**config.mk**
```make
export PLATFORM = sky130hd
export DESIGN_NAME = ndc_ctrl
export DESIGN_NICKNAME = d
export VERILOG_FILES = /design/src/logic/ndc_pkg.sv /design/src/logic/ndc_mem_if.sv /design/src/logic/ndc_array.sv /design/src/logic/ndc_ctrl.sv
export SDC_FILE = /design/constraint.sdc
export NUM_CORES = 2
export LEC_CHECK = 0
export BUFFER_PORTS_ARGS = -buffer_cell sky130_fd_sc_hd__buf_2
export CORE_ASPECT_RATIO = 0.9
export CORE_MARGIN = 2
export CORE_UTILIZATION = 63
export CTS_CLUSTER_SIZE = 20
export DETAILED_ROUTE_END_ITERATION = 10
export HOLD_SLACK_MARGIN = 0.15
export PLACE_DENSITY = 0.77
export SYNTH_ARGS = -nofsm -noshare
export SYNTH_HDL_FRONTEND = slang
export SYNTH_SLANG_ARGS = --single-unit
```
**constraint.sdc**
```tcl
create_clock -name clk -period 3.1 [get_ports clk]
set_input_delay 0.62 -clock clk [delete_from_list [all_inputs] [get_ports clk]]
set_output_delay 0.62 -clock clk [all_outputs]
set_load 0.005 [all_outputs]
```
**src/logic/ndc_pkg.sv**
```systemverilog
/*
 * Constants, register map, field positions and types for the data
 * EEPROM access controller.
 * Assumes a 200 MHz core clock and a 32-bit AHB-Lite register bus.
 */
`default_nettype none

package ndc_pkg;

    // ************************************************************
    // Clock and write timing
    // ************************************************************
    localparam int unsigned CLK_PERIOD_PS = 5000;
    // Array write time; the array's true figure is set per part
    localparam int unsigned WRITE_TIME_NS = 1000;
    localparam int unsigned WRITE_CYCLES =
        (WRITE_TIME_NS * 1000 + CLK_PERIOD_PS - 1) / CLK_PERIOD_PS;

    // ************************************************************
    // Array geometry
    // ************************************************************
    localparam int unsigned DATA_W = 8;
    localparam int unsigned IDX_W = 8;
    localparam int unsigned DEPTH = 256;

    // ************************************************************
    // Register indices; byte address is four times the index
    // ************************************************************
    localparam int unsigned ADDR_W = 14;
    localparam logic [11:0] IDX_DONE = 12'h00C;
    localparam logic [11:0] IDX_VALUE_LOW = 12'h10C;
    localparam logic [11:0] IDX_INDEX_LOW = 12'h10D;
    localparam logic [11:0] IDX_CONTROL = 12'h18C;
    localparam logic [11:0] IDX_UNLOCK = 12'h18D;
    localparam logic [13:0] ADDR_DONE = {IDX_DONE, 2'h0};
    localparam logic [13:0] ADDR_VALUE_LOW = {IDX_VALUE_LOW, 2'h0};
    localparam logic [13:0] ADDR_INDEX_LOW = {IDX_INDEX_LOW, 2'h0};
    localparam logic [13:0] ADDR_CONTROL = {IDX_CONTROL, 2'h0};
    localparam logic [13:0] ADDR_UNLOCK = {IDX_UNLOCK, 2'h0};

    // ************************************************************
    // Field positions
    // ************************************************************
    localparam int unsigned BIT_SELECT = 7;
    localparam int unsigned BIT_ERROR = 3;
    localparam int unsigned BIT_PERMIT = 2;
    localparam int unsigned BIT_WRITE = 1;
    localparam int unsigned BIT_READ = 0;
    localparam int unsigned BIT_DONE = 7;

    // ************************************************************
    // Reset values and unlock keys
    // ************************************************************
    localparam logic [7:0] VALUE_RESET = 8'h00;
    localparam logic [7:0] INDEX_RESET = 8'h00;
    localparam logic SELECT_RESET = 1'b0;
    localparam logic PERMIT_RESET = 1'b0;
    localparam logic ERROR_RESET = 1'b0;
    localparam logic DONE_RESET = 1'b0;
    localparam logic [7:0] KEY_FIRST = 8'h55;
    localparam logic [7:0] KEY_SECOND = 8'hAA;

    typedef enum logic [1:0] {
        UNL_IDLE,
        UNL_FIRST,
        UNL_ARMED
    } ndc_unlock_t;

endpackage

`default_nettype wire

```
**src/logic/ndc_mem_if.sv**
```systemverilog
/*
 * Carrier between the controller and the array with its write timer.
 * Assumes both ends run on the same clock.
 */
`timescale 1ns/10ps
`default_nettype none

interface ndc_mem_if #(
    parameter int unsigned IDX_W = 8,
    parameter int unsigned DATA_W = 8
);
    logic start;
    logic abort;
    logic [IDX_W-1:0] index;
    logic [DATA_W-1:0] wdata;
    logic [DATA_W-1:0] rdata;
    logic busy;
    logic done;

    modport ctrl (output start, output abort, output index, output wdata,
                  input rdata, input busy, input done);
    modport mem (input start, input abort, input index, input wdata,
                 output rdata, output busy, output done);
endinterface

`default_nettype wire

```
**src/logic/ndc_array.sv**
```systemverilog
/*
 * Data byte array in flip-flops with its write-cycle timer.
 * Assumes start is only raised while busy is low.
 */
`timescale 1ns/10ps
`default_nettype none

module ndc_array
    import ndc_pkg::*;
#(
    parameter int unsigned WRITE_CYCLES_P = ndc_pkg::WRITE_CYCLES
)
(
    input wire logic clk,
    input wire logic rst_n,
    ndc_mem_if.mem mem
);
    localparam int unsigned CNT_W = $clog2(WRITE_CYCLES_P + 1);

    initial
    begin
        if (WRITE_CYCLES_P < 1 || DEPTH > (1 << IDX_W))
            $error("ndc_array: unsupported parameters");
    end

    // Contents survive every reset, as a nonvolatile array would
    logic [DATA_W-1:0] store_q [DEPTH];
    logic busy_q, busy_d;
    logic done_q, done_d;
    logic commit;
    logic [CNT_W-1:0] cnt_q, cnt_d;
    logic [IDX_W-1:0] idx_q, idx_d;
    logic [DATA_W-1:0] data_q, data_d;

    always_comb
    begin
        busy_d = busy_q;
        cnt_d = cnt_q;
        idx_d = idx_q;
        data_d = data_q;
        done_d = 1'b0;
        commit = 1'b0;
        if (busy_q)
        begin
            if (mem.abort)
                busy_d = 1'b0;
            else if (cnt_q == '0)
            begin
                busy_d = 1'b0;
                done_d = 1'b1;
                commit = 1'b1;
            end
            else
                cnt_d = cnt_q - 1'b1;
        end
        else if (mem.start)
        begin
            // Index and byte are latched here, so later register edits do no harm
            busy_d = 1'b1;
            cnt_d = CNT_W'(WRITE_CYCLES_P - 1);
            idx_d = mem.index;
            data_d = mem.wdata;
        end
    end

    always_ff @(posedge clk or negedge rst_n)
    begin
        if (!rst_n)
        begin
            busy_q <= 1'b0;
            done_q <= 1'b0;
            cnt_q <= '0;
            idx_q <= '0;
            data_q <= '0;
        end
        else
        begin
            busy_q <= busy_d;
            done_q <= done_d;
            cnt_q <= cnt_d;
            idx_q <= idx_d;
            data_q <= data_d;
        end
    end

    always_ff @(posedge clk)
    begin
        if (commit)
            store_q[idx_q] <= data_q;
    end

    assign mem.rdata = store_q[mem.index];
    assign mem.busy = busy_q;
    assign mem.done = done_q;

endmodule

`default_nettype wire

```
**src/logic/ndc_ctrl.sv**
```systemverilog
/*
 * Data EEPROM access controller: control register, unlock detector,
 * index and value registers, completion and error flags, AHB-Lite slave.
 * Assumes one AHB-Lite master, word transfers, and a warm_reset pulse on
 * the same clock from the device's reset controller for non-power resets.
 */
// The AHB-Lite slave port was chosen for this implementation.
// Notes on behaviour
// RULE1: control bit 7 selects memory space
// RULE2: control bits 6 to 4 read zero
// RULE3: read strobe self-clears; writing zero ignored
// RULE4: firmware loads index, clears select first
// RULE5: read byte present on the next cycle
// RULE6: value register holds until read or write
// RULE7: firmware loads index and value before writing
// RULE8: 55h, AAh, then write strobe starts write
// RULE9: write strobe blocked while permit bit clear
// RULE10: hardware never clears the permit bit
// RULE11: clearing permit never disturbs a started write
// RULE12: write end clears strobe, sets done flag
// RULE13: done flag stays until software clears it
// RULE14: firmware masks interrupts across unlock sequence
// RULE15: firmware keeps permit clear except updating
// RULE16: firmware waits for write strobe clear
// RULE17: firmware keeps index within array size
// RULE18: reset during write sets error flag
// RULE19: unlock port stores nothing, reads zero
// RULE20: write strobe with select set does nothing
`timescale 1ns/10ps
`default_nettype none

module ndc_ctrl
#(
    parameter int unsigned WRITE_CYCLES_P = ndc_pkg::WRITE_CYCLES
)
(
    input wire logic clk,
    input wire logic resetn,
    input wire logic warm_reset,
    input wire logic hsel,
    input wire logic [31:0] haddr,
    input wire logic [1:0] htrans,
    input wire logic hwrite,
    input wire logic [2:0] hsize,
    input wire logic [31:0] hwdata,
    input wire logic hready,
    output logic hreadyout,
    output logic [31:0] hrdata,
    output logic hresp
);
    import ndc_pkg::*;

    initial
    begin
        if (WRITE_CYCLES_P < 1)
            $error("ndc_ctrl: write cycle count must be at least one");
    end

    // ************************************************************
    // Reset release
    // ************************************************************
    logic rst_meta_q;
    logic rst_n;

    always_ff @(posedge clk or negedge resetn)
    begin
        if (!resetn)
        begin
            rst_meta_q <= 1'b0;
            rst_n <= 1'b0;
        end
        else
        begin
            rst_meta_q <= 1'b1;
            rst_n <= rst_meta_q;
        end
    end

    // ************************************************************
    // Bus address phase capture
    // ************************************************************
    logic dp_valid_q, dp_valid_d;
    logic dp_write_q, dp_write_d;
    logic [13:0] dp_addr_q, dp_addr_d;
    logic take;

    // Size is not checked: the master issues whole words only
    assign take = hsel && hready && htrans[1];

    always_comb
    begin
        dp_valid_d = take;
        dp_write_d = dp_write_q;
        dp_addr_d = dp_addr_q;
        if (take)
        begin
            dp_write_d = hwrite;
            // Addresses above the map decode to nothing
            dp_addr_d = (haddr[31:14] == '0) ? haddr[13:0] : 14'h3FFF;
        end
    end

    always_ff @(posedge clk or negedge rst_n)
    begin
        if (!rst_n)
        begin
            dp_valid_q <= 1'b0;
            dp_write_q <= 1'b0;
            dp_addr_q <= 14'h0000;
        end
        else
        begin
            dp_valid_q <= dp_valid_d;
            dp_write_q <= dp_write_d;
            dp_addr_q <= dp_addr_d;
        end
    end

    logic wr_en;
    logic [7:0] wd;

    assign wr_en = dp_valid_q && dp_write_q;
    assign wd = hwdata[7:0];

    // ************************************************************
    // Array
    // ************************************************************
    ndc_mem_if #(.IDX_W(IDX_W), .DATA_W(DATA_W)) mem ();

    ndc_array #(
        .WRITE_CYCLES_P(WRITE_CYCLES_P)
    ) u_array (
        .clk(clk),
        .rst_n(rst_n),
        .mem(mem)
    );

    // ************************************************************
    // Register state
    // ************************************************************
    ndc_unlock_t unlock_q, unlock_d;
    logic select_q, select_d;
    logic permit_q, permit_d;
    logic error_q, error_d;
    logic done_q, done_d;
    logic [7:0] value_q, value_d;
    logic [7:0] index_q, index_d;
    logic start;

    always_comb
    begin
        unlock_d = unlock_q;
        select_d = select_q;
        permit_d = permit_q;
        error_d = error_q;
        done_d = done_q;
        value_d = value_q;
        index_d = index_q;
        start = 1'b0;
        if (wr_en)
        begin
            // Any other write between keys and strobe breaks the sequence
            unlock_d = UNL_IDLE; // [RULE8]
            case (dp_addr_q)
                ADDR_UNLOCK:
                begin
                    // No storage behind this port, only the detector
                    if (wd == KEY_FIRST) // [RULE19]
                        unlock_d = UNL_FIRST; // [RULE8]
                    else if (wd == KEY_SECOND && unlock_q == UNL_FIRST)
                        unlock_d = UNL_ARMED; // [RULE8]
                end
                ADDR_CONTROL:
                begin
                    select_d = wd[BIT_SELECT]; // [RULE1]
                    // Only software and warm_reset reach this bit
                    permit_d = wd[BIT_PERMIT]; // [RULE10]
                    error_d = wd[BIT_ERROR];
                    // Read loads the value at once; no strobe state kept
                    if (wd[BIT_READ] && !wd[BIT_SELECT]) // [RULE3]
                        value_d = mem.rdata; // [RULE5]
                    // Select set drops the strobe with no action
                    if (wd[BIT_WRITE] && !wd[BIT_SELECT] && permit_q // [RULE9] [RULE20]
                        && unlock_q == UNL_ARMED && !mem.busy) // [RULE8]
                        start = 1'b1;
                end
                ADDR_VALUE_LOW:
                    value_d = wd; // [RULE6]
                ADDR_INDEX_LOW:
                    index_d = wd;
                ADDR_DONE:
                begin
                    if (!wd[BIT_DONE])
                        done_d = 1'b0; // [RULE13]
                end
                default:
                begin
                end
            endcase
        end
        if (warm_reset)
        begin
            unlock_d = UNL_IDLE;
            select_d = SELECT_RESET;
            permit_d = PERMIT_RESET;
            done_d = DONE_RESET;
            value_d = VALUE_RESET;
            index_d = INDEX_RESET;
            start = 1'b0;
            if (mem.busy)
                error_d = 1'b1; // [RULE18]
        end
        // Completion wins over a software clear in the same cycle; warm_reset wins over completion
        if (mem.done && !warm_reset)
            done_d = 1'b1; // [RULE12] [RULE13]
    end

    always_ff @(posedge clk or negedge rst_n)
    begin
        if (!rst_n)
        begin
            unlock_q <= UNL_IDLE;
            select_q <= SELECT_RESET;
            permit_q <= PERMIT_RESET;
            error_q <= ERROR_RESET;
            done_q <= DONE_RESET;
            value_q <= VALUE_RESET;
            index_q <= INDEX_RESET;
        end
        else
        begin
            unlock_q <= unlock_d;
            select_q <= select_d;
            permit_q <= permit_d;
            error_q <= error_d;
            done_q <= done_d;
            value_q <= value_d;
            index_q <= index_d;
        end
    end

    // Index and byte are latched by the array at start, so permit is not looked at
    assign mem.start = start; // [RULE11]
    assign mem.abort = warm_reset;
    assign mem.index = index_q[IDX_W-1:0];
    assign mem.wdata = value_q;

    // ************************************************************
    // Read data
    // ************************************************************
    logic [7:0] rd_byte;

    always_comb
    begin
        rd_byte = 8'h00;
        if (dp_valid_q && !dp_write_q)
        begin
            case (dp_addr_q)
                // Strobe bit shows busy and clears itself at write end
                ADDR_CONTROL:
                    rd_byte = {select_q, 3'h0, error_q, permit_q, mem.busy, 1'b0}; // [RULE2] [RULE12] [RULE3]
                ADDR_VALUE_LOW:
                    rd_byte = value_q;
                ADDR_INDEX_LOW:
                    rd_byte = index_q;
                ADDR_DONE:
                    rd_byte = {done_q, 7'h00};
                default:
                    rd_byte = 8'h00; // [RULE19]
            endcase
        end
    end

    assign hrdata = {24'h000000, rd_byte};
    assign hreadyout = 1'b1;
    assign hresp = 1'b0;

endmodule

`default_nettype wire

```
==> run summary <==
• 9 — cell count of the worst reg-to-reg path
• 0 — total congestion overflow after global routing
• 0.83 ns — worst skew pair latency
• hwdata[4] — Hold Startpoint
• 2.48 ns — Crit path required time
• finished, violations left — run status
• 0 — remaining antenna violation count after routing
• 126 — # rows
• 302.4 MHz — Fmax achieved
• edfxtp_1 — cell type with the highest aggregate area in the netlist
• 66 — library cells used by synthesis
• 4 — initial antenna violation count
• 1.306 ns — transition at the pin with the smallest max-transition slack
• 16 — number of failing setup endpoints in the final timing report
• 2114 — register bit count reported by yosys
• true — unrepaired setup endpoints after global routing
• 226300 µm — routed wire length
• edfxtp_1 — Primary FF master, synth
• output port — type of destination of the critical path
• 0.03762 ns — clk_skew
• index_q[4]$_DFFE_PN0P_ — hold worst-path end
• 0.9681 — Final GP Congestion
• 63.32% — Initial Util
• 2048 x edfxtp_1, 503 x mux4_2, 310 x nor2_1 — top cells by count, synth
• 0 — warning count from the yosys run
• 7.002 — DR vias/cell
• 3.122% — fraction of registers with async set or reset after synthesis
• 3941 — Cells after Synth
• 54 — input/output buffers
• 36.27 nW — leakage component of the power
• register — startpoint type of the worst setup path
• edfxtp_1 — most common cell in the netlist
• 2.69 ns — arrival time worst endpoint
• mem.wdata[4]$_DFFE_PN0P_ — endpoint of the most critical register-to-register path
• 46060 — count of vias placed by the detailed router
• 134300 µm — estimated wirelength of the detail-placed design
• 109 — number of top-level design ports
• -1.889 ns — Post-Route Setup TNS
• in2reg — Tightest Hold Check Type
• 74.60% — final core area utilization
• 106.7% — share of the cycle needed by the critical path after routing
• -0.14 ns — internal reg-to-reg setup slack
• 7 — drt first pass iters
• 21.00 µm² — synthesized area per cell
• 2048 — Post-synth EDFFs
• 347.8 µm — height of the die
• 320600 µm — wire length of the first global-routing pass
• 3 — hold-critical path depth
• 386.0 µm — floorplan die width
• clkbuf_16 — CTS Root Buffer Type
• reg2out — type of the worst setup path
• 3.307 ns — Period minus WS final
• 0 — final max-slew violation count
• 4765 — net count reported at finish
• 7 — maximum fanout along the worst path
• yes — CTS tree
• 45590 — number of global-route vias before repair
• 12.94% — worst relative slew slack
• negative setup slack — violated checks
• 82760 µm² — area of the mapped netlist
• 0.0005343 V — worst IR drop on VDD
• -0.2073 ns — Worst Setup Slack, final
• 2114 — Num Clock Sinks
• 74.31% — fraction of synthesized cell area taken by the top area cell type
• edfxtp_1 74%, mux4_2 14%, mux2i_1 2.3%, dfrtp_1 2.0%, nor2_1 1.4% — biggest area contributors in the synthesized netlist
• 33.87% — global router's overall resource usage
• dp_addr_q[1]$_DFFE_PN0P_ — worst reg2reg path startpoint
• 17.81% — area growth from synthesis to layout
• 34.44% — ratio of cells with drive above 1 in the final layout
• 0 — max-cap viol count
• 4 — H-tree Lvls
• 34.41 µm — routed length per instance
• 0.06 ns — clock transition at the registers of the reported paths
• 3 — Max clock buf depth
• 196 — total CTS buffers
• 134300 µm² — area of the die
• 161 — pin count of the biggest net entering global routing
• 563.0 nW/µm² — pwr dens
• 7311 — count of routing violations after the opening detailed-route iteration
• 0 — DRC errors left
• 76.31% — sequential-to-total area share from yosys stat
• 0 — final hold violation count
• 130700 µm² — area of the core
critical path, stage by stage, from the launching register on:
cell	delay (ns)
dfrtp_1	0.42
nor4b_4	0.32
buf_4	0.18
nand4_1	0.15
nor3_2	0.16
buf_4	0.19
a22oi_1	0.14
nor2_1	0.18
buf_2	0.13
timing repair:
item                                   in CTS  in global routing
gates resized for setup                    80                 82
endpoints found under the hold margin      28                  0
setup endpoints to repair                 496               1513
cloned                                      5                  3
buffers inserted                           30                 17
pin swaps                                  15                 19
hold buffers                               23                  0
power breakdown:
group          leakage [nW]  internal (mW)  total (mW)  switching (mW)
clock                  3.10           13.5        23.9            10.4
combinational          8.56         0.0511       0.105          0.0540
sequential             24.6           30.8        30.9          0.0154
total                  36.3           44.4        54.9            10.5
how the worst max path moves through the flow:
stage | from | to | cells after the start
detailed placement | index_q[0]$_DFFE_PN0P_ | mem.wdata[7]$_DFFE_PN0P_ | 10
CTS | dp_addr_q[7]$_DFFE_PN0P_ | hrdata[5] | 8
floorplan | u_array.cnt_q[3]$_DFFE_PN0P_ | u_array.store_q[221][0]$_DFFE_PP_ | 7
global placement | index_q[0]$_DFFE_PN0P_ | mem.wdata[7]$_DFFE_PN0P_ | 10
finish | dp_addr_q[1]$_DFFE_PN0P_ | hrdata[5] | 8
global route | dp_addr_q[1]$_DFFE_PN0P_ | hrdata[7] | 8
state kept, by name, indices dropped and copies added (netlist names), 2 cells and up:
signal	count
unlock_q	2
u_array.cnt_q	8
u_array.data_q	8
dp_addr_q	14
u_array.store_q	2048
mem.wdata	8
u_array.idx_q	8
index_q	8
cell type report:
type / count / area (µm²)
multi-input combinational: 1594 / 18680
sequential: 2114 / 63200
tap: 1728 / 2162
inverter: 9 / 33.78
fill: 6644 / 33200
clock buffer: 254 / 5341
clock inverter: 105 / 975.9
antenna: 1 / 2.502
timing repair buffer: 773 / 7104
metrics by stage:
stage / worst slack, ns / std cells / hold WS [ns] / power, mW / instance area [µm²]
after floorplan: 0.1008 / 3966 / 0.3244 / 31.52 / 82860
after global placement: -0.3767 / 6142 / 0.3394 / 31.55 / 89630
after detailed placement: -0.4026 / 6142 / 0.3432 / 31.55 / 89630
after CTS: -0.1389 / 6558 / 0.1770 / 55.00 / 96940
after global routing: -0.3323 / 6577 / 0.2031 / 55.98 / 97490
final: -0.2073 / 6578 / 0.2249 / 54.89 / 97500
cells by family (layout without fill, tap and decap cells):
group	after synthesis	count (layout)	synth area share (%)
mux	716	716	16.30
simple gates	553	553	3.021
fa+ha+maj	2	2	0.03023
xor+xnor	6	6	0.06350
flops	2114	2114	76.31
buf+inv	258	1141	1.837
other cells	2	28	0.009075
compound gates	290	290	2.427
layer usage:
metal / routed length [µm] / global-route usage (%) / share of wire [%] / vias up
li1: - / - / - / 17810
met3: 31900 / 9.864 / 14 / 684
met5: 57 / 0 / 0.025 / -
met2: 104800 / 50.53 / 46 / 3925
met4: 10830 / 14.30 / 4.8 / 8
met1: 78720 / 47.55 / 35 / 23630
cell usage in the layout (no fill, tap or decap), types with 12 or more instances in the layout:
cell type      count
nor3_1            21
clkbuf_1          44
buf_4            578
buf_16            14
o22a_1            18
dlygate4sd3_1     23
nor2_2            12
nor2b_1           30
nand2b_1          12
nor2_1           295
bufinv_16         16
mux4_2           503
dfrtp_1           53
buf_2             54
buf_6             26
a21oi_1           48
clkinv_2          41
a22oi_1           62
conb_1            27
a31oi_1           13
o21ai_0           24
buf_12            70
clkbuf_16        206
o22ai_1           27
a211oi_1          19
nand2_1           75
mux2_2            25
edfxtp_1        2048
clkinv_1          34
mux2i_1          182
dfrtp_4           12
nand3_1           25
No activity file was read; power rests on OpenSTA's default activity.
